**src/hdl/sm_params.svh**
```systemverilog
// Constants of the serial master: timing, encodings and field positions.
// Assumes nothing; included by the serial master design file by its bare name.
`ifndef SM_PARAMS_SVH
`define SM_PARAMS_SVH

// -----------------------------------------------------------------------
// Timing
// -----------------------------------------------------------------------
`define SM_CLK_HZ 200000000
`define SM_SCLK_MAX_HZ 25000000
// Least divider: rounded up so the serial clock never passes its ceiling
`define SM_MIN_DIV ((`SM_CLK_HZ + `SM_SCLK_MAX_HZ - 1) / `SM_SCLK_MAX_HZ)
`define SM_DLY_MAX 8'h19

// -----------------------------------------------------------------------
// Encodings and sizes
// -----------------------------------------------------------------------
`define SM_OWNER_MASTER 2'h2
`define SM_TM_TXRX 2'h0
`define SM_TM_TX 2'h1
`define SM_TM_RX 2'h2
`define SM_FS_MIN 4'h3
`define SM_FS_MAX 4'hF
`define SM_DATA_W 16
`define SM_FIFO_DEPTH 8
`define SM_NCS 5
`define SM_CS_IDLE 5'h1F
`define SM_MASK_RST 5'h1F

// -----------------------------------------------------------------------
// Interrupt bit positions
// -----------------------------------------------------------------------
`define SM_IRQ_TXE 0
`define SM_IRQ_TXO 1
`define SM_IRQ_RXU 2
`define SM_IRQ_RXO 3
`define SM_IRQ_RXF 4

`endif

```
**src/hdl/sm_pkg.sv**
```systemverilog
// Types shared by the serial master design.
// Assumes the constants of sm_params.svh for the meaning of the fields.
package sm_pkg;

    typedef enum logic [1:0] {SM_IDLE, SM_PULSE, SM_BIT, SM_END} sm_phase_t;

    typedef struct packed {
        logic frame_format;
        logic frame_protocol_enable;
        logic [1:0] transfer_mode;
        logic clock_polarity;
        logic clock_phase;
        logic [3:0] frame_size;
        logic [4:0] slave_select;
        logic [15:0] divider_value;
        logic [15:0] rx_frame_count;
    } sm_cfg_t;

    typedef struct packed {
        logic busy;
        logic tx_empty;
        logic tx_not_full;
        logic rx_full;
        logic rx_not_empty;
    } sm_status_t;

    typedef struct packed {
        sm_phase_t st;
        sm_cfg_t cfg;
        logic [7:0] dly_set;
        logic [4:0] mask;
        logic [15:0] cnt;
        logic ph;
        logic [3:0] bi;
        logic [15:0] tx_sh;
        logic [15:0] rx_sh;
        logic [3:0] rxb;
        logic [4:0] dly;
        logic pend;
        logic [15:0] rx_left;
        logic sclk;
        logic mosi;
        logic [4:0] cs_n;
        logic oe_n;
        logic tx_overflow_irq;
        logic rx_overflow_irq;
        logic rx_underflow_irq;
        logic [4:0] raw;
        logic [4:0] masked;
        logic irq;
        logic [15:0] rx_data;
        logic rx_dv;
        sm_status_t stat;
        logic [3:0] txl;
        logic [3:0] rxl;
    } sm_regs_t;

endpackage

```
**src/hdl/sm_serial_master.sv**
```systemverilog
// Serial master with SPI and SSP framing, two FIFOs and interrupt status.
// Assumes one 200 MHz clock; all inputs are synchronous to it and the
// configuration ports are held by software like register contents.
//
// Notes on behaviour
// - SSP only when format and protocol enable set
// - Serial clock from divider, never above 25 MHz
// - Pins driven only when ownership equals 2
// - Frame size 4 to 16 bits per entry
// - Transmit-receive: one received frame per sent frame
// - Transmit-only discards incoming serial data
// - Receive-only starts on one write, reads count
// - SPI select held whole transfer, ends empty
// - Five active-low selects chosen by slave select
// - Data port pushes transmit, pops receive; flags
// - Capture delay in clocks, over 25 is zero
// - Enable after configuration; config locked while enabled
// - All four polarity and phase combinations in SPI
// - Capture bit at eye centre plus delay
// - Receive level interrupt while fill exceeds threshold
// - Transmit level interrupt while fill below threshold
// - Overflow and underflow latch until their clear
// - Raw status, mask reset enabled, masked status
// - Interrupt needs unmasked source and enabled controller
`timescale 1ns/1ps
`include "sm_params.svh"

// -----------------------------------------------------------------------
// FIFO
// -----------------------------------------------------------------------
// Depth must be a power of two; pointers wrap by overflow.
module sm_fifo #(
    parameter int W = 16,
    parameter int D = 8,
    parameter int LW = $clog2(D + 1)
) (
    input logic clk_i,
    input logic nrst_i,
    input logic flush_i,
    input logic in_valid_i,
    output logic in_ready_o,
    input logic [W-1:0] in_data_i,
    output logic out_valid_o,
    input logic out_ready_i,
    output logic [W-1:0] out_data_o,
    output logic [LW-1:0] level_o
);
    localparam int AW = $clog2(D);

    typedef struct packed {
        logic [D-1:0][W-1:0] mem;
        logic [AW-1:0] wp;
        logic [AW-1:0] rp;
        logic [LW-1:0] lvl;
    } sm_fifo_st_t;

    sm_fifo_st_t s_r;
    sm_fifo_st_t s_nxt;
    logic push;
    logic pop;

    assign in_ready_o = s_r.lvl != LW'(D);
    assign out_valid_o = s_r.lvl != '0;
    assign out_data_o = s_r.mem[s_r.rp];
    assign level_o = s_r.lvl;

    always_comb
    begin
        s_nxt = s_r;
        push = in_valid_i && in_ready_o;
        pop = out_valid_o && out_ready_i;
        if (push)
        begin
            s_nxt.mem[s_r.wp] = in_data_i;
            s_nxt.wp = s_r.wp + AW'(1);
        end
        if (pop)
            s_nxt.rp = s_r.rp + AW'(1);
        s_nxt.lvl = s_r.lvl + LW'(push) - LW'(pop);
        if (flush_i)
        begin
            s_nxt.wp = '0;
            s_nxt.rp = '0;
            s_nxt.lvl = '0;
        end
    end

    always_ff @(posedge clk_i)
    begin
        if (!nrst_i)
            s_r <= '0;
        else
            s_r <= s_nxt;
    end
endmodule // sm_fifo

// -----------------------------------------------------------------------
// Serial master
// -----------------------------------------------------------------------
module sm_serial_master (
    input logic CLK_I,
    input logic NRST_I,
    input logic CONTROLLER_ENABLE_I,
    input logic [1:0] IF_OWNER_I,
    input sm_pkg::sm_cfg_t CFG_I,
    input logic [7:0] RX_CAPTURE_DELAY_I,
    input logic RX_CAPTURE_DELAY_WE_I,
    input logic [3:0] TX_THRESHOLD_I,
    input logic [3:0] RX_THRESHOLD_I,
    input logic [4:0] IRQ_MASK_I,
    input logic IRQ_MASK_WE_I,
    input logic TX_WR_I,
    input logic [15:0] TX_DATA_I,
    input logic RX_RD_I,
    input logic TX_OVERFLOW_CLEAR_I,
    input logic RX_OVERFLOW_CLEAR_I,
    input logic RX_UNDERFLOW_CLEAR_I,
    input logic SERIAL_DATA_IN_I,
    output logic SCLK_O,
    output logic MOSI_O,
    output logic [4:0] CHIP_SELECT_N_O,
    output logic PIN_OE_N_O,
    output logic [15:0] RX_DATA_O,
    output logic RX_DATA_VALID_O,
    output sm_pkg::sm_status_t STATUS_O,
    output logic [3:0] TX_FILL_LEVEL_O,
    output logic [3:0] RX_FILL_LEVEL_O,
    output logic [4:0] RAW_IRQ_STATUS_O,
    output logic [4:0] MASKED_IRQ_STATUS_O,
    output logic IRQ_O
);
    sm_pkg::sm_regs_t s_r;
    sm_pkg::sm_regs_t s_nxt;

    logic go;
    logic ssp;
    logic cpha_e;
    logic cpol_e;
    logic [3:0] fs;
    logic [15:0] div_e;
    logic tick;
    logic [4:0] dly_e;
    logic more;
    logic [15:0] rx_mask;
    logic tx_in_ready;
    logic tx_out_valid;
    logic tx_pop;
    logic [15:0] tx_out_data;
    logic [3:0] tx_level;
    logic rx_push;
    logic rx_in_ready;
    logic rx_out_valid;
    logic rx_pop;
    logic [15:0] rx_in_data;
    logic [15:0] rx_out_data;
    logic [3:0] rx_level;
    logic txo_ev;
    logic rxo_ev;
    logic rxu_ev;
    logic [4:0] raw;

    // Disabling flushes both FIFOs, so stale frames never leak out
    sm_fifo #(.W(`SM_DATA_W), .D(`SM_FIFO_DEPTH)) u_tx_fifo (
        .clk_i(CLK_I),
        .nrst_i(NRST_I),
        .flush_i(!CONTROLLER_ENABLE_I),
        .in_valid_i(TX_WR_I),
        .in_ready_o(tx_in_ready),
        .in_data_i(TX_DATA_I),
        .out_valid_o(tx_out_valid),
        .out_ready_i(tx_pop),
        .out_data_o(tx_out_data),
        .level_o(tx_level)
    );

    sm_fifo #(.W(`SM_DATA_W), .D(`SM_FIFO_DEPTH)) u_rx_fifo (
        .clk_i(CLK_I),
        .nrst_i(NRST_I),
        .flush_i(!CONTROLLER_ENABLE_I),
        .in_valid_i(rx_push),
        .in_ready_o(rx_in_ready),
        .in_data_i(rx_in_data),
        .out_valid_o(rx_out_valid),
        .out_ready_i(rx_pop),
        .out_data_o(rx_out_data),
        .level_o(rx_level)
    );

    // -------------------------------------------------------------------
    // Next state
    // -------------------------------------------------------------------
    always_comb
    begin
        s_nxt = s_r;
        go = CONTROLLER_ENABLE_I && IF_OWNER_I == `SM_OWNER_MASTER;
        ssp = s_r.cfg.frame_format && s_r.cfg.frame_protocol_enable;
        cpha_e = ssp || s_r.cfg.clock_phase;
        cpol_e = !ssp && s_r.cfg.clock_polarity;
        fs = (s_r.cfg.frame_size < `SM_FS_MIN) ? `SM_FS_MIN
            : s_r.cfg.frame_size;
        div_e = (s_r.cfg.divider_value < 16'(`SM_MIN_DIV))
            ? 16'(`SM_MIN_DIV) : s_r.cfg.divider_value;
        tick = s_r.cnt >= {1'b0, div_e[15:1]} - 16'h0001;
        dly_e = (s_r.dly_set > `SM_DLY_MAX) ? 5'h00
            : s_r.dly_set[4:0];
        rx_mask = 16'hFFFF >> (`SM_FS_MAX - fs);
        rx_in_data = {s_r.rx_sh[14:0], SERIAL_DATA_IN_I} & rx_mask;
        more = (s_r.cfg.transfer_mode == `SM_TM_RX)
            ? (s_r.rx_left != 16'h0000) : tx_out_valid;
        tx_pop = 1'b0;
        rx_push = 1'b0;
        rx_pop = 1'b0;
        s_nxt.rx_dv = 1'b0;

        // Configuration is only taken while disabled; the interrupt mask at any time
        if (!CONTROLLER_ENABLE_I)
            s_nxt.cfg = CFG_I;
        if (RX_CAPTURE_DELAY_WE_I && !CONTROLLER_ENABLE_I)
            s_nxt.dly_set = RX_CAPTURE_DELAY_I;
        if (IRQ_MASK_WE_I)
            s_nxt.mask = IRQ_MASK_I;

        // Delayed capture; the delay must stay below half a bit
        if (s_r.pend)
        begin
            if (s_r.dly == 5'h00)
            begin
                s_nxt.pend = 1'b0;
                s_nxt.rx_sh = {s_r.rx_sh[14:0], SERIAL_DATA_IN_I};
                if (s_r.rxb == fs)
                begin
                    s_nxt.rxb = 4'h0;
                    rx_push = s_r.cfg.transfer_mode != `SM_TM_TX;
                end
                else
                    s_nxt.rxb = s_r.rxb + 4'h1;
            end
            else
                s_nxt.dly = s_r.dly - 5'h01;
        end

        s_nxt.cnt = (s_r.st == sm_pkg::SM_IDLE || tick) ? 16'h0000
            : s_r.cnt + 16'h0001;

        unique case (s_r.st)
            sm_pkg::SM_IDLE:
            begin
                s_nxt.sclk = cpol_e;
                s_nxt.cs_n = `SM_CS_IDLE;
                if (go && tx_out_valid)
                begin
                    tx_pop = 1'b1;
                    s_nxt.tx_sh = tx_out_data;
                    s_nxt.mosi = tx_out_data[fs];
                    s_nxt.bi = fs;
                    s_nxt.ph = 1'b0;
                    s_nxt.rxb = 4'h0;
                    s_nxt.pend = 1'b0;
                    s_nxt.rx_left = s_r.cfg.rx_frame_count - 16'h0001;
                    s_nxt.cs_n = ~s_r.cfg.slave_select;
                    s_nxt.st = ssp ? sm_pkg::SM_PULSE : sm_pkg::SM_BIT;
                    if (s_r.cfg.transfer_mode == `SM_TM_RX
                        && s_r.cfg.rx_frame_count == 16'h0000)
                        s_nxt.st = sm_pkg::SM_END;
                end
            end
            sm_pkg::SM_PULSE:
            begin
                // One serial clock period of frame pulse before each frame
                if (tick)
                begin
                    s_nxt.sclk = !s_r.sclk;
                    s_nxt.ph = !s_r.ph;
                    if (s_r.ph)
                    begin
                        s_nxt.cs_n = `SM_CS_IDLE;
                        s_nxt.st = sm_pkg::SM_BIT;
                    end
                end
            end
            sm_pkg::SM_BIT:
            begin
                if (tick)
                begin
                    s_nxt.sclk = !s_r.sclk;
                    s_nxt.ph = !s_r.ph;
                    if (!s_r.ph)
                    begin
                        if (cpha_e)
                            s_nxt.mosi = s_r.tx_sh[s_r.bi];
                        else
                        begin
                            s_nxt.pend = 1'b1;
                            s_nxt.dly = dly_e;
                        end
                    end
                    else
                    begin
                        if (cpha_e)
                        begin
                            s_nxt.pend = 1'b1;
                            s_nxt.dly = dly_e;
                        end
                        if (s_r.bi != 4'h0)
                        begin
                            s_nxt.bi = s_r.bi - 4'h1;
                            if (!cpha_e)
                                s_nxt.mosi = s_r.tx_sh[s_r.bi - 4'h1];
                        end
                        else if (more)
                        begin
                            // Next frame follows back to back in SPI, after a frame pulse in SSP
                            s_nxt.bi = fs;
                            if (s_r.cfg.transfer_mode == `SM_TM_RX)
                                s_nxt.rx_left = s_r.rx_left - 16'h0001;
                            else
                            begin
                                tx_pop = 1'b1;
                                s_nxt.tx_sh = tx_out_data;
                                if (!cpha_e)
                                    s_nxt.mosi = tx_out_data[fs];
                            end
                            if (ssp)
                            begin
                                s_nxt.st = sm_pkg::SM_PULSE;
                                s_nxt.cs_n = ~s_r.cfg.slave_select;
                            end
                        end
                        else
                            s_nxt.st = sm_pkg::SM_END;
                    end
                end
            end
            sm_pkg::SM_END:
            begin
                // Half a bit of hold lets the last delayed capture land
                if (tick)
                begin
                    s_nxt.st = sm_pkg::SM_IDLE;
                    s_nxt.cs_n = `SM_CS_IDLE;
                    s_nxt.sclk = cpol_e;
                end
            end
        endcase

        if (!go)
        begin
            s_nxt.st = sm_pkg::SM_IDLE;
            s_nxt.cs_n = `SM_CS_IDLE;
            s_nxt.sclk = cpol_e;
            s_nxt.pend = 1'b0;
        end
        s_nxt.oe_n = IF_OWNER_I != `SM_OWNER_MASTER;

        // Data port and status flags
        rx_pop = RX_RD_I && rx_out_valid;
        if (rx_pop)
        begin
            s_nxt.rx_data = rx_out_data;
            s_nxt.rx_dv = 1'b1;
        end
        txo_ev = TX_WR_I && !tx_in_ready && CONTROLLER_ENABLE_I;
        rxu_ev = RX_RD_I && !rx_out_valid;
        rxo_ev = rx_push && !rx_in_ready;
        // A new event wins over a clear in the same cycle
        s_nxt.tx_overflow_irq = txo_ev || (s_r.tx_overflow_irq && !TX_OVERFLOW_CLEAR_I);
        s_nxt.rx_overflow_irq = rxo_ev || (s_r.rx_overflow_irq && !RX_OVERFLOW_CLEAR_I);
        s_nxt.rx_underflow_irq = rxu_ev || (s_r.rx_underflow_irq && !RX_UNDERFLOW_CLEAR_I);
        raw = '0;
        raw[`SM_IRQ_TXE] = tx_level < TX_THRESHOLD_I;
        raw[`SM_IRQ_RXF] = rx_level > RX_THRESHOLD_I;
        raw[`SM_IRQ_TXO] = s_nxt.tx_overflow_irq;
        raw[`SM_IRQ_RXO] = s_nxt.rx_overflow_irq;
        raw[`SM_IRQ_RXU] = s_nxt.rx_underflow_irq;
        s_nxt.raw = raw;
        s_nxt.masked = raw & s_nxt.mask;
        s_nxt.irq = (|(raw & s_nxt.mask)) && CONTROLLER_ENABLE_I;
        s_nxt.stat.busy = s_nxt.st != sm_pkg::SM_IDLE;
        s_nxt.stat.tx_empty = tx_level == 4'h0;
        s_nxt.stat.tx_not_full = tx_in_ready;
        s_nxt.stat.rx_full = !rx_in_ready;
        s_nxt.stat.rx_not_empty = rx_out_valid;
        s_nxt.txl = tx_level;
        s_nxt.rxl = rx_level;
    end

    always_ff @(posedge CLK_I)
    begin
        if (!NRST_I)
        begin
            s_r <= '0;
            s_r.mask <= `SM_MASK_RST;
            s_r.cs_n <= `SM_CS_IDLE;
            s_r.oe_n <= 1'b1;
            s_r.stat.tx_empty <= 1'b1;
            s_r.stat.tx_not_full <= 1'b1;
        end
        else
            s_r <= s_nxt;
    end

    assign SCLK_O = s_r.sclk;
    assign MOSI_O = s_r.mosi;
    assign CHIP_SELECT_N_O = s_r.cs_n;
    assign PIN_OE_N_O = s_r.oe_n;
    assign RX_DATA_O = s_r.rx_data;
    assign RX_DATA_VALID_O = s_r.rx_dv;
    assign STATUS_O = s_r.stat;
    assign TX_FILL_LEVEL_O = s_r.txl;
    assign RX_FILL_LEVEL_O = s_r.rxl;
    assign RAW_IRQ_STATUS_O = s_r.raw;
    assign MASKED_IRQ_STATUS_O = s_r.masked;
    assign IRQ_O = s_r.irq;
endmodule // sm_serial_master

```
**config.mk**
```make
export PLATFORM = sky130hd
export DESIGN_NAME = sm_serial_master
export DESIGN_NICKNAME = d
export VERILOG_FILES = /design/src/hdl/sm_pkg.sv /design/src/hdl/sm_serial_master.sv
export VERILOG_INCLUDE_DIRS = /design/src /design/src/hdl
export SDC_FILE = /design/constraint.sdc
export NUM_CORES = 1
export LEC_CHECK = 0
export BUFFER_PORTS_ARGS = -buffer_cell sky130_fd_sc_hd__buf_2
export CORE_ASPECT_RATIO = 0.7
export CORE_MARGIN = 3
export CORE_UTILIZATION = 60
export CTS_CLUSTER_SIZE = 28
export DETAILED_ROUTE_END_ITERATION = 10
export PLACE_DENSITY = 0.79
export SYNTH_ARGS = -nofsm -noshare
export SYNTH_HDL_FRONTEND = slang
export SYNTH_SLANG_ARGS = --single-unit
export TNS_END_PERCENT = 50
```
**constraint.sdc**
```tcl
create_clock -name CLK_I -period 5.4 [get_ports CLK_I]
set_input_delay 0.54 -clock CLK_I [delete_from_list [all_inputs] [get_ports CLK_I]]
set_output_delay 0.54 -clock CLK_I [all_outputs]
set_load 0.01 [all_outputs]
```
# After elaboration in Yosys (flattened, before gate mapping)
# Cells that the tools add are included.
[classes]
multipliers = 0
magnitude_cmp = 15
n_addsub = 16
reduce_logical = 59
shift = 1
bitwise_logic = 4
eq_ne = 30
mux = 93
div = 0
[ops]
columns = ["cell", "count"]
rows = [
  ["128-bit bitwise mux", 2],
  ["16-bit two-way mux", 11],
  ["16-bit binary-select mux with 3-bit select", 2],
  ["16-bit demux with 3-bit select", 2],
  ["5-bit two-way mux", 10],
  ["21-bit two-way mux", 2],
  ["20-bit two-way mux", 2],
  ["20-bit one-hot mux with 2 select lines", 1],
  ["17-bit one-hot mux with 2 select lines", 1],
  ["16-bit by 1-bit subtractor with 16-bit output, second input constant", 2],
  ["6-bit two-way mux", 5],
  ["29-bit two-way mux", 1],
  ["1-bit two-way mux", 25],
  ["2-bit two-way mux", 12],
  ["4-bit two-way mux", 6],
  ["2-bit != test, second input constant", 11],
  ["1-bit logical AND", 21],
  ["4-bit != test, second input constant", 5],
  ["5-bit one-hot mux with 4 select lines", 1],
  ["17-bit two-way mux", 1],
  ["16-bit by 1-bit adder with 16-bit output, second input constant", 1],
  ["16-bit AND", 1],
  ["16-bit >= comparator", 1],
  ["16-bit zero test", 1],
  ["other kinds (49)", 91],
]
[word_totals]
mem_count = 0
in_bits = 97
rom_bits = 0
register_bits = 468
latch_bits = 0
ramBits = 0

# Logic depth before layout (Yosys ltp)
# Gate-level depths: netlist (run 1).
[depth]
ltp_word = 12
depth_mapped = 22

# Hierarchy
# From an unflattened synthesis (run 1), not the netlist that was laid out.
[hier_totals]
cells_unflattened = 2260
hier_area_um2 = 22058.7
[by_module_without_submodules]
columns = ["mod", "cells_each", "seq_area_each_um2", "area_per_inst_um2", "n_inst"]
rows = [
  ["sm_serial_master", 1124, 3763.6, 9636.7, 1],
  ["sm_fifo (u_tx_fifo)", 569, 2762.6, 6213.5, 1],
  ["sm_fifo (u_rx_fifo)", 567, 2762.6, 6208.5, 1],
]

# Worst setup path after synthesis (run 1)
# Ideal clock, no wire load.
[synth_path]
path_type = "reg-to-reg"
start = "register s_r[164] (netlist name)"
end = "register u_tx_fifo.s_r (netlist bit u_tx_fifo.level_o[2])"
path_buffers = 0
t_arrival_ns = 4.687
slack_ns = 0.585
t_required_ns = 5.273
path_stages_with_launch = 23
path_cell_list = "dfxtp_1 or4_1 nor3_1 nand2_1 o21ai_0 ha_1 nand3_1 nor4_1 xnor2_1 ha_1 a2111oi_0 o221ai_1 o21ai_0 a31oi_1 a31oi_1 inv_1 ha_1 inv_1 ha_1 inv_1 fa_1 xor2_1 nor2_1"
[synth_between]
elab_chain_cells = 8
[synth_rtl]
columns = ["item", "line", "source"]
rows = [
  ["start, declared", "sm_serial_master.sv:132", "sm_pkg::sm_regs_t s_r;"],
  ["start signal, assigned", "sm_serial_master.sv:399", "s_r <= s_nxt;"],
  ["16-bit by 4-bit less-than comparator with 1-bit output", "sm_serial_master.sv:201", "div_e = (s_r.cfg.divider_value < 16'(`SM_MIN_DIV))"],
  ["16-bit two-way mux (*)", "sm_serial_master.sv:201", ""],
  ["15-bit by 1-bit subtractor with 16-bit output (*)", "sm_serial_master.sv:203", "tick = s_r.cnt >= {1'b0, div_e[15:1]} - 16'h0001;"],
  ["16-bit >= comparator (*)", "sm_serial_master.sv:203", ""],
  ["1-bit two-way mux (*)", "sm_serial_master.sv:283", "if (tick)"],
  ["1-bit one-hot mux with 2 select lines (*)", "sm_serial_master.sv:245", "unique case (s_r.st)"],
  ["1-bit logical AND (*)", "sm_serial_master.sv:71", "pop = out_valid_o && out_ready_i;"],
  ["via u_tx_fifo.pop", "sm_serial_master.sv:60", "logic pop;"],
  ["4-bit by 1-bit subtractor with 4-bit output (*)", "sm_serial_master.sv:79", "s_nxt.lvl = s_r.lvl + LW'(push) - LW'(pop);"],
  ["end signal, assigned", "sm_serial_master.sv:93", "s_r <= s_nxt;"],
  ["end, declared", "sm_serial_master.sv:57", "sm_fifo_st_t s_r;"],
]
# The timed path passes the listed nets; every way through them passes the cells marked *.
# A chain may end at the register's enable or synchronous reset.

# Worst setup path in the final report (run 1)
# Ends and elaborated chain as after synthesis.

==> results of run 1 <==
-- cell families (layout without fill, tap and decap cells) --
kind of cell,after synthesis,count (layout),share of synthesized area [%]
flip-flops,464,464,43.7
AO/OA/AOI/OAI,418,418,11.7
adder cells (fa/ha/maj),53,53,3.19
multiplexers,253,253,15.8
AND/OR/NAND/NOR,807,807,17.3
buffers and inverters,265,307,5.88
XOR/XNOR,58,58,2.39
other,1,4,0.0177
-- state kept, by name, indices dropped and copies added, names as in the netlist, 4 cells and up --
| name | cells |
|---|---|
| s_r | 139 |
| u_rx_fifo.s_r | 134 |
| u_tx_fifo.s_r | 134 |
| RX_DATA_O | 16 |
| CHIP_SELECT_N_O | 5 |
| MASKED_IRQ_STATUS_O | 5 |
| RAW_IRQ_STATUS_O | 5 |
| STATUS_O | 5 |
| RX_FILL_LEVEL_O | 4 |
| TX_FILL_LEVEL_O | 4 |
| u_rx_fifo.level_o | 4 |
| u_tx_fifo.level_o | 4 |
-- metrics by stage --
stage	area, um^2	hold WS [ns]	util, %
5_1_grt	23200	0.216	67.8
2_1_floorplan	21200	0.432	-
6_report	23200	0.212	67.8
3_3_place_gp	21800	0.437	63.7
3_5_place_dp	21800	0.447	63.7
4_1_cts	23200	0.189	67.7
-- per-layer routing --
layer | share of wire [%] | routed length [um] | global-route usage [%]
met1 | 44 | 24100 | 39.0
met2 | 45 | 24600 | 45.2
met3 | 8.3 | 4550 | 5.94
met4 | 2.2 | 1200 | 7.94
met5 | 0.042 | 23 | 0.260
-- final cells by class --
class	instances	area (um^2)	area share, %
repair buffers	179	988	4.26
inverters	50	195	0.842
clock inverters	19	145	0.626
diodes	3	7.51	0.0324
multi-input cells	1590	10800	46.4
well taps	464	581	2.50
clock buffers	59	1230	5.29
flip-flops and latches	464	9290	40.1
-- cells in the mapped netlist, types with 15 or more instances --
cell type                  instances
sky130_fd_sc_hd__nor2b_1          21
sky130_fd_sc_hd__a211oi_1         27
sky130_fd_sc_hd__buf_2            18
sky130_fd_sc_hd__buf_1            22
sky130_fd_sc_hd__nor2_1          257
sky130_fd_sc_hd__clkbuf_1        123
sky130_fd_sc_hd__nor3_1           21
sky130_fd_sc_hd__xor2_1           25
sky130_fd_sc_hd__ha_1             51
sky130_fd_sc_hd__dfxtp_1         464
sky130_fd_sc_hd__nand2b_1         17
sky130_fd_sc_hd__inv_1            49
sky130_fd_sc_hd__o21ai_0         165
sky130_fd_sc_hd__xnor2_1          33
sky130_fd_sc_hd__nand2_1         226
sky130_fd_sc_hd__a21oi_1         127
sky130_fd_sc_hd__mux2i_1         180
sky130_fd_sc_hd__mux4_2           59
sky130_fd_sc_hd__buf_4            47
sky130_fd_sc_hd__nand3_1         168
sky130_fd_sc_hd__and3_1           15
-- worst max-delay path, cell delays in order, from the launching register on --
cell and delay, ns:
sky130_fd_sc_hd__dfxtp_1 0.36, sky130_fd_sc_hd__or4_1 0.63, sky130_fd_sc_hd__nor3_4 0.21, sky130_fd_sc_hd__nand2_1 0.10
sky130_fd_sc_hd__o21ai_0 0.21, sky130_fd_sc_hd__ha_1 0.24, sky130_fd_sc_hd__nand3_1 0.16, sky130_fd_sc_hd__nor4_2 0.24
sky130_fd_sc_hd__xnor2_1 0.11, sky130_fd_sc_hd__ha_1 0.19, sky130_fd_sc_hd__a2111oi_1 0.28, sky130_fd_sc_hd__o221ai_1 0.21
sky130_fd_sc_hd__o21ai_1 0.20, sky130_fd_sc_hd__a31oi_1 0.17, sky130_fd_sc_hd__a31oi_1 0.29, sky130_fd_sc_hd__inv_1 0.09
sky130_fd_sc_hd__ha_1 0.28, sky130_fd_sc_hd__inv_1 0.06, sky130_fd_sc_hd__ha_1 0.16, sky130_fd_sc_hd__inv_1 0.06
sky130_fd_sc_hd__fa_1 0.37, sky130_fd_sc_hd__xor2_1 0.14, sky130_fd_sc_hd__nor2_1 0.05
-- final timing paths --
| path | start | to | cells past startpoint |
|---|---|---|---|
| setup / recovery | s_r[164]$_SDFFE_PN0N_ | u_tx_fifo.level_o[2]$_SDFF_PN0_ | 22 |
| setup reg to reg | s_r[164]$_SDFFE_PN0N_ | u_tx_fifo.level_o[2]$_SDFF_PN0_ | 22 |
| hold / removal | CFG_I[37] | s_r[181]$_SDFFE_PN0N_ | 3 |
| hold reg to reg | u_tx_fifo.s_r[102]$_SDFFE_PN0P_ | u_tx_fifo.s_r[102]$_SDFFE_PN0P_ | 2 |
-- what timing repair did --
action                                  4_1_cts  5_1_grt
gates resized for setup                       0        7
endpoints found under the setup margin        0       15
endpoints found under the hold margin         0        0
-- where the power goes --
group	leakage [nW]	switching, mW	internal [mW]
Clock	0.675	1.34	1.65
Combinational	4.17	0.522	0.377
Sequential	3.76	0.141	3.56
==> Flow_metrics.wiki, run 1 <==
{| class="wikitable"
! Metric !! Value
|-
| Status || completed
|-
| Hold-fix buffer count after cts || 0
|-
| Total grt overflow || 0
|-
| Cell count after placement || 2,747
|-
| Mapped Cells || 2,319
|-
| Nets@finish || ~2,500
|-
| Number of placement rows || 56
|-
| Worst setup SP type || register
|-
| Count of cell types in the netlist || between 70 and 80
|-
| CTS tree || done
|-
| Top-Level Pins || roughly 150
|-
| Maximum clock frequency || 203 MHz
|-
| Clock-pin slew of the registers on the worst-case setup and hold paths || ~0.070 ns
|-
| Top cell type's share of synthesized area || 43.7%
|-
| Via count of the first global-routing pass || 16,548
|-
| Via total after detailed routing || approximately 17,000
|-
| First-pass GRT wire length || 86.6 mm
|-
| Placer congestion estimate || roughly 0.9
|-
| Peak supply drop || 0.275 mV
|-
| Flip-flop and latch count after synthesis || 464
|-
| CTS sink cnt || 464
|-
| Area of the mapped netlist || around 21,000 um^2
|-
| Most common cell after layout, fill and taps aside || sky130_fd_sc_hd__dfxtp_1
|-
| Data arrival time of the critical path || 5.37 ns
|-
| Worst-Skew Late Latency || 0.57 ns
|-
| Initial drt markers || 1,731
|-
| Post-detailed-routing wire length || 54.5 mm
|-
| Largest net degree at the start of global routing || 173
|-
| Total power divided by cell area || between 300 and 400 nW/um^2
|-
| Post-Syn Nets || 2,469
|-
| Detailed-router iteration count before antenna repair || 6
|-
| Layout Cells excl Fill || approximately 2,800
|-
| Average via count per standard cell || just over 6
|-
| Final-layout fill cell count || 2,599
|-
| Commonest cells after routing, fill and taps aside || sky130_fd_sc_hd__dfxtp_1, sky130_fd_sc_hd__nor2_1, sky130_fd_sc_hd__nand2_1
|-
| Leakage || 8.60 nW
|-
| FF-to-FF setup slack || 0.47 ns
|-
| Number of flops mapped to enable cells by yosys || 0
|-
| RSZ-0062 raised after global routing || false
|-
| Measured slew at the worst slew-check pin || 1.27 ns
|-
| Max cap viols || 0
|-
| Part of the cycle the worst path needs || 91.2%
|-
| Area enclosed by the die boundary || 37,700 um^2
|-
| Final hold vios || 0
|-
| Path category of the worst min-delay check || primary input to register
|-
| DIE WIDTH || 231 um
|-
| Max-slew violation count || 0
|-
| Count of yosys warnings during synthesis || 0
|-
| Aggregate global-route resource usage || 28.3%
|-
| Async set-or-reset flop fraction in the synthesized netlist || 0%
|-
| Total half-perimeter wirelength after legalization and detailed placement || 36.2 mm
|-
| H-tree lvl count || 2
|-
| DRT antenna net count || 0
|-
| Setup WS post-layout || 0.474 ns
|-
| Critical Path End Type || register
|-
| Most used flip-flop cell after synthesis || sky130_fd_sc_hd__dfxtp_1
|-
| Synthesis-to-layout area growth || 9.18%
|-
| Worst slew margin || 15.2%
|-
| Die Y || 163 um
|-
| Post-CTS setup-driven buffer insertion count || 0
|-
| Shortest period the worst path allows || 4.93 ns
|-
| Pre-CTS setup slack || 0.108 ns
|-
| Synth area leaders || sky130_fd_sc_hd__dfxtp_1, sky130_fd_sc_hd__mux2i_1, sky130_fd_sc_hd__mux4_2, sky130_fd_sc_hd__nor2_1, sky130_fd_sc_hd__nand2_1
|-
| Deepest clock path buffer count || 3
|-
| Area of the placeable core || around 34,000 um^2
|-
| Sequential element share of the synthesized area || around 44%
|-
| Post-synthesis area per instance || 9.16 um^2
|-
| Routed wire length per instance || 19.3 um
|-
| Final Total Pwr || 7.59 mW
|-
| Required time worst endpoint || 5.84 ns
|-
| Cell accounting for the most synthesized area || sky130_fd_sc_hd__dfxtp_1
|-
| DRC violation count after routing || 0
|-
| Type of the worst setup path || register to register
|-
| Total negative setup slack || 0 ns
|-
| Post-Route Skew || 0.0222 ns
|-
| Quantity of I/O buffers inserted on ports || 144
|-
| Share of cells above drive strength 1 || 14.5%
|-
| Maximum fanout count along the critical path || 6
|-
| Count of endpoints failing setup in the final report || 0
|-
| Antenna violations before repair || 5
|-
| TritonCTS buffer count || 43
|-
| Effective utilization at floorplan || 62.1%
|-
| Root Driver || sky130_fd_sc_hd__clkbuf_16
|}
No activity file was read; power rests on OpenSTA's default activity.
==> run 2, diff against run 1 <==
Settings changed: CTS_BUF_LIST set to sky130_fd_sc_hd__clkbuf_8, MAX_ROUTING_LAYER set to met4.
Clock period 5.4 ns to 5.6 ns, I/O delays scaled along.
==> run 2 against run 1 <==
Register-to-register slack worse by 0.09 ns; largest cell class unchanged; global-route usage increased by 1.1 points; sequential share of layout area decreased by 0.11 points; critical path type unchanged; clock power decreased by 5%; sequential cell count unchanged; non-clock buffer count grew 1; first-iteration DRC count rose by 8.0%.
==> Flow_metrics.wiki, run 2 (synthesis gave the netlist of run 1 again) <==
{| class="wikitable"
! Metric !! Value
|-
| Required time worst endpoint || 6.12 ns
|-
| H-tree lvl count || 3
|-
| Register name with the most flops || s_r
|-
| End point of the most critical hold path || s_r[181]$_SDFFE_PN0N_
|-
| Max reg flops || between 100 and 150
|-
| Pre-CTS setup slack || 0.272 ns
|-
| Average via count per standard cell || approximately 6
|-
| Share of cells above drive strength 1 || 15.6%
|-
| Effective utilization at floorplan || approximately 62%
|-
| Worst setup SP type || register
|-
| Via count of the first global-routing pass || 16,449
|-
| Capture point of the worst reg-to-reg path || u_tx_fifo.level_o[2]$_SDFF_PN0_
|-
| Setup WS post-layout || 0.381 ns
|-
| Max cap viols || 0
|-
| Maximum fanout count along the critical path || 6
|-
| DRT antenna net count || 0
|-
| First-pass GRT wire length || 86.3 mm
|-
| Worst slew margin || about 20%
|-
| Root Driver || sky130_fd_sc_hd__clkbuf_8
|-
| Length in cells of the worst reg-to-reg path || 22
|-
| Path category of the worst min-delay check || primary input to register
|-
| Clock-pin slew of the registers on the worst-case setup and hold paths || 0.06 ns
|-
| Number of stages on the worst hold path || 3
|-
| Aggregate global-route resource usage || 29.3%
|-
| Critical Path End Type || register
|-
| Detailed-router iteration count before antenna repair || 6
|-
| Die Y || 163 um
|-
| Commonest cells after routing, fill and taps aside || sky130_fd_sc_hd__dfxtp_1, sky130_fd_sc_hd__nor2_1, sky130_fd_sc_hd__nand2_1
|-
| Switching fraction of total power || 27.0%
|-
| Sequential cell fraction of total power || 48.8%
|-
| Deepest clock path buffer count || 3
|-
| Peak supply drop || approximately 0.21 mV
|-
| Most common cell after layout, fill and taps aside || sky130_fd_sc_hd__dfxtp_1
|-
| Nets@finish || 2,507
|-
| Hold-fix buffer count after cts || 0
|-
| DRC violation count after routing || 0
|-
| Type of the worst setup path || register to register
|-
| Via total after detailed routing || 17,314
|-
| Routed wire length per instance || 18.9 um
|-
| Total power divided by cell area || between 300 and 400 nW/um^2
|-
| Largest net degree at the start of global routing || approximately 170
|-
| CTS tree || done
|-
| Part of the cycle the worst path needs || roughly 93%
|-
| Internal portion of total power || 5.33 mW
|-
| Total half-perimeter wirelength after legalization and detailed placement || 35.5 mm
|-
| Area enclosed by the die boundary || ~38,000 um^2
|-
| Worst-Skew Late Latency || 0.63 ns
|-
| Top Registers || s_r (139), u_rx_fifo.s_r (134), u_tx_fifo.s_r (134)
|-
| CTS sink cnt || 464
|-
| Measured slew at the worst slew-check pin || 1.19 ns
|-
| Logic gate share of total power || 12.2%
|-
| Total negative setup slack || 0 ns
|-
| Final hold vios || 0
|-
| Clk network pwr share || 39.1%
|-
| Maximum clock frequency || 192 MHz
|-
| Count of endpoints failing setup in the final report || 0
|-
| Initial drt markers || 1,870
|-
| Number of placement rows || 56
|-
| Shortest period the worst path allows || 5.22 ns
|-
| Number of gates resized after CTS || 0
|-
| Antenna violations before repair || 3
|-
| FF-to-FF setup slack || 0.38 ns
|-
| Synthesis-to-layout area growth || 9.49%
|-
| Total grt overflow || 0
|-
| Cell count after placement || about 2,700
|-
| Placer congestion estimate || about 0.89
|-
| RSZ-0062 raised after global routing || false
|-
| Data arrival time of the critical path || 5.73 ns
|-
| Reg-to-Reg Start || s_r[164]$_SDFFE_PN0N_
|-
| Post-CTS setup-driven buffer insertion count || 0
|-
| Quantity of I/O buffers inserted on ports || approximately 140
|-
| Status || completed
|-
| Top-Level Pins || 146
|-
| Post-Route Skew || 0.0268 ns
|-
| Area of the placeable core || 34,200 um^2
|-
| Leakage || 8.76 nW
|-
| Layout Cells excl Fill || approximately 2,900
|-
| Hold path start || CFG_I[37]
|-
| Net switching power || 1.97 mW
|-
| DIE WIDTH || 231 um
|-
| TritonCTS buffer count || 71
|-
| Max-slew violation count || 0
|-
| Post-detailed-routing wire length || roughly 54 mm
|}
-- run 2: cell types whose count changed in the layout (fill, tap and decap cells not counted), sizes merged --
cell,change
clkbuf,+30
inv,+20
clkinvlp,-4
buf,+1
bufinv,+1
-- run 2: metal layers --
metal,routed length [um],global-route usage [%],vias to the layer above
li1,-,-,8171
met1,24200,40.3,8352
met2,24400,44.1,701
met3,4540,5.68,90
met4,1210,9.20,0
met5,0,-,-
-- run 2: cell type report --
type / instances / area (um^2)
clock buffers: 89 / 1220
flip-flops and latches: 464 / 9290
diodes: 3 / 7.51
inverters: 50 / 195
fillers: 2652 / 10900
repair buffers: 180 / 996
well taps: 464 / 581
multi-input cells: 1590 / 10700
clock inverters: 36 / 210
-- run 2: how the worst max path moves through the flow --
stage	startpoint	endpoint	slack, ns	depth (start not counted)
after floorplan	s_r[164]$_SDFFE_PN0N_	u_tx_fifo.level_o[2]$_SDFF_PN0_	0.79	22
after global placement	s_r[164]$_SDFFE_PN0N_	u_tx_fifo.level_o[2]$_SDFF_PN0_	0.46	22
after detailed placement	s_r[164]$_SDFFE_PN0N_	u_tx_fifo.level_o[2]$_SDFF_PN0_	0.27	22
after CTS	s_r[164]$_SDFFE_PN0N_	u_tx_fifo.level_o[2]$_SDFF_PN0_	0.25	22
after global routing	s_r[170]$_SDFFE_PN0N_	u_tx_fifo.level_o[2]$_SDFF_PN0_	0.002	22
final	s_r[164]$_SDFFE_PN0N_	u_tx_fifo.level_o[2]$_SDFF_PN0_	0.38	22
-- run 2: per-stage QoR --
step           area, um^2  total power [mW]  hold slack, ns  util [%]
4_1_cts             23200              7.32           0.134      67.9
5_1_grt             23300              7.58           0.154      68.0
3_5_place_dp        21800              4.50           0.443      63.7
3_3_place_gp        21800              4.47           0.438      63.7
2_1_floorplan       21200              4.29           0.432         -
6_report            23300              7.30           0.167      68.0
-- run 2: power groups by stage --
stage / Combinational [mW] / Clock (mW) / Sequential, mW
finish: 0.888 / 2.85 / 3.56
global route: 0.981 / 3.03 / 3.57
CTS: 0.885 / 2.88 / 3.55
detailed placement: 0.870 / 0 / 3.63
global placement: 0.846 / 0 / 3.62
floorplan: 0.721 / 0 / 3.57
-- run 2: worst max-delay path, stage by stage, from the launching register on --
cell                        delay, ns
sky130_fd_sc_hd__dfxtp_1         0.35
sky130_fd_sc_hd__or4_1           0.60
sky130_fd_sc_hd__nor3_2          0.23
sky130_fd_sc_hd__nand2_1         0.09
sky130_fd_sc_hd__o21ai_0         0.29
sky130_fd_sc_hd__ha_1            0.28
sky130_fd_sc_hd__nand3_1         0.13
sky130_fd_sc_hd__nor4_1          0.25
sky130_fd_sc_hd__xnor2_1         0.11
sky130_fd_sc_hd__ha_1            0.19
sky130_fd_sc_hd__a2111oi_0       0.33
sky130_fd_sc_hd__o221ai_1        0.22
sky130_fd_sc_hd__o21ai_0         0.26
sky130_fd_sc_hd__a31oi_2         0.29
sky130_fd_sc_hd__a31oi_2         0.30
sky130_fd_sc_hd__inv_1           0.08
sky130_fd_sc_hd__ha_1            0.28
sky130_fd_sc_hd__inv_1           0.06
sky130_fd_sc_hd__ha_1            0.15
sky130_fd_sc_hd__inv_1           0.05
sky130_fd_sc_hd__fa_1            0.38
sky130_fd_sc_hd__xor2_1          0.15
sky130_fd_sc_hd__nor2_1          0.06
==> run 3, diff against run 2 <==
Settings changed: ABC_CLOCK_PERIOD_IN_PS set to 5600, BUFFER_PORTS_ARGS -buffer_cell sky130_fd_sc_hd__buf_2 to not set, DONT_BUFFER_PORTS set to 1, PLACE_DENSITY 0.79 to 0.76.
==> run 3 against run 2 <==
Via count fell by 3.0%; critical path depth did not move; cell count shrank 5.3%; non-clock buffer count down 144; fmax down 0.71%; largest cell class unchanged.
==> Flow_metrics.wiki, run 3 (synthesis gave the netlist of run 1 again) <==
{| class="wikitable"
! Metric !! Value
|-
| CP most frequent cell || sky130_fd_sc_hd__ha_1
|-
| Routed wire length per instance || 19.7 um
|-
| Share of cells above drive strength 1 || 9.61%
|-
| Pre-CTS setup slack || 0.195 ns
|-
| Post-CTS setup-driven buffer insertion count || 0
|-
| Count of endpoints failing setup in the final report || 0
|-
| Capture point of the worst reg-to-reg path || u_tx_fifo.level_o[2]$_SDFF_PN0_
|-
| Worst-Skew Late Latency || ~0.63 ns
|-
| DIE WIDTH || 231 um
|-
| Maximum clock frequency || 190 MHz
|-
| Effective utilization at floorplan || 62.1%
|-
| Aggregate global-route resource usage || 29.2%
|-
| Length in cells of the worst reg-to-reg path || 22
|-
| Worst slew margin || 17.3%
|-
| Area enclosed by the die boundary || 37,700 um^2
|-
| TritonCTS buffer count || 70
|-
| DRT antenna net count || 0
|-
| Max-slew violation count || 0
|-
| Total grt overflow || 0
|-
| Post-Route Skew || 0.0270 ns
|-
| Deepest clock path buffer count || 3
|-
| Quantity of I/O buffers inserted on ports || 0
|-
| Detailed-router iteration count before antenna repair || 7
|-
| FF-to-FF setup slack || 0.34 ns
|-
| Final-layout fill cell count || 2,744
|-
| Reg-to-Reg Start || s_r[164]$_SDFFE_PN0N_
|-
| RSZ-0062 raised after global routing || false
|-
| Shortest period the worst path allows || 5.26 ns
|-
| Library cell contributing the largest single delay on the critical path || sky130_fd_sc_hd__or4_1
|-
| Post-detailed-routing wire length || 53.8 mm
|-
| Post-place instance area || 21,100 um^2
|-
| Type of the worst setup path || register to register
|-
| Top Registers || s_r (139), u_rx_fifo.s_r (134), u_tx_fifo.s_r (134)
|-
| Total negative setup slack || 0 ns
|-
| Critical Path End Type || register
|-
| Commonest cells after routing, fill and taps aside || sky130_fd_sc_hd__dfxtp_1, sky130_fd_sc_hd__nor2_1, sky130_fd_sc_hd__nand2_1
|-
| Number of stages on the worst hold path || 1
|-
| Final hold vios || 0
|-
| Via total after detailed routing || 16,792
|-
| Via count of the first global-routing pass || 16,114
|-
| Antenna violations before repair || 2
|-
| CTS sink cnt || roughly 460
|-
| Max cap viols || 0
|-
| Number of placement rows || 56
|-
| Required time worst endpoint || between 6 and 7 ns
|-
| Placer congestion estimate || 0.868
|-
| Root Driver || sky130_fd_sc_hd__clkbuf_8
|-
| Synthesis-to-layout area growth || 5.62%
|-
| Part of the cycle the worst path needs || 93.9%
|-
| Max reg flops || 139
|-
| Initial drt markers || 1,770
|-
| Largest stage delay on the critical path || a little over 0.6 ns
|-
| Top-Level Pins || approximately 150
|-
| Measured slew at the worst slew-check pin || around 1.2 ns
|-
| Peak supply drop || 0.178 mV
|-
| Register name with the most flops || s_r
|-
| Area of the placeable core || around 34,000 um^2
|-
| End point of the most critical hold path || PIN_OE_N_O$_SDFF_PN1_
|-
| Largest delay contributor family on the critical path || compound AO/OA/AOI/OAI gates
|-
| Final Total Pwr || 6.99 mW
|-
| Worst setup SP type || register
|-
| Cell-by-cell trace of the critical path || or4_1 > nor3_2 > nand2_1 > o21ai_1 > ha_1 > nand3_1 > nor4_1 > xnor2_1 > ha_1 > a2111oi_0 > o221ai_1 > o21ai_0 > a31oi_2 > a31oi_2 > inv_1 > ha_1 > inv_1 > ha_1 > inv_1 > fa_1 > xor2_1 > nor2_1
|-
| Status || completed
|-
| Clock-pin slew of the registers on the worst-case setup and hold paths || about 0.06 ns
|-
| Total power divided by cell area || between 300 and 400 nW/um^2
|-
| Hold path start || IF_OWNER_I[0]
|-
| Average via count per standard cell || slightly above 6
|-
| Leakage || slightly above 8 nW
|-
| Final Cell Area || 22,400 um^2
|-
| H-tree lvl count || 3
|-
| CTS tree || done
|-
| Most common cell after layout, fill and taps aside || sky130_fd_sc_hd__dfxtp_1
|-
| Setup WS post-layout || between 0.3 and 0.4 ns
|-
| Data arrival time of the critical path || 5.71 ns
|-
| Maximum fanout count along the critical path || 6
|-
| First-pass GRT wire length || 86.4 mm
|-
| Die Y || 163 um
|-
| DRC violation count after routing || 0
|-
| Largest net degree at the start of global routing || 192
|-
| Number of buffer and inverter stages on the critical path || 3
|-
| Nets@finish || 2,362
|-
| Path category of the worst min-delay check || primary input to register
|-
| Total half-perimeter wirelength after legalization and detailed placement || 35.1 mm
|}
[run 3: worst reg2reg max path: cells and delay by family (launching register included)]
kind | cells | cell delay, ns
AOI/OAI and AO/OA | 6 | 1.58
buffers and inverters | 3 | 0.19
adders and majority gates | 5 | 1.26
DFF | 1 | 0.36
xor gates and xnor gates | 2 | 0.27
and+or+nand+nor | 6 | 1.43
[run 3: worst max-delay path by stage]
stage	startpoint	endpoint	cells past startpoint
6_report	s_r[164]$_SDFFE_PN0N_	u_tx_fifo.level_o[2]$_SDFF_PN0_	22
4_1_cts	s_r[164]$_SDFFE_PN0N_	u_tx_fifo.level_o[2]$_SDFF_PN0_	22
3_5_place_dp	s_r[164]$_SDFFE_PN0N_	u_tx_fifo.level_o[2]$_SDFF_PN0_	22
2_1_floorplan	s_r[164]$_SDFFE_PN0N_	u_tx_fifo.level_o[2]$_SDFF_PN0_	22
5_1_grt	s_r[164]$_SDFFE_PN0N_	u_tx_fifo.level_o[2]$_SDFF_PN0_	22
3_3_place_gp	s_r[164]$_SDFFE_PN0N_	u_tx_fifo.level_o[2]$_SDFF_PN0_	22
[run 3: through the flow]
step	instances	util (%)	hold WS, ns
after floorplan	2319	-	0.432
after global routing	2722	65.6	0.0222
after global placement	2602	61.6	0.438
after detailed placement	2602	61.6	0.446
final	2723	65.6	0.0495
after CTS	2721	65.5	0.00199
[run 3: what timing repair did]
item                                    4_1_cts  5_1_grt
hold buffers                                  2        0
resized for setup                             0        4
endpoints found under the setup margin        0        3
endpoints found under the hold margin         4        0
[run 3: layer usage]
layer	part of all wire, %	GRT usage (%)	routed length (um)
met1	45	40.1	24200
met2	44	43.2	23600
met3	8.5	6.22	4550
met4	2.6	9.63	1420
met5	0	-	0
[run 3: final cells by class]
| class | count | area (um^2) | area share (%) |
|---|---|---|---|
| Tap cell | 464 | 581 | 2.59 |
| Inverter | 50 | 195 | 0.870 |
| Clock buffer | 82 | 1130 | 5.03 |
| Antenna cell | 2 | 5.00 | 0.0223 |
| Multi-Input combinational cell | 1590 | 10800 | 47.9 |
| Timing Repair Buffer | 36 | 275 | 1.23 |
| Clock inverter | 35 | 203 | 0.904 |
| Sequential cell | 464 | 9290 | 41.4 |
[run 3: report_power, final]
| part | total [mW] | switching [mW] | internal (mW) | leakage, nW |
|---|---|---|---|---|
| Sequential | 3.60 | 0.161 | 3.44 | 3.76 |
| Clock | 2.72 | 1.30 | 1.42 | 0.774 |
| Combinational | 0.673 | 0.387 | 0.287 | 3.56 |
| Total | 6.99 | 1.85 | 5.14 | 8.09 |
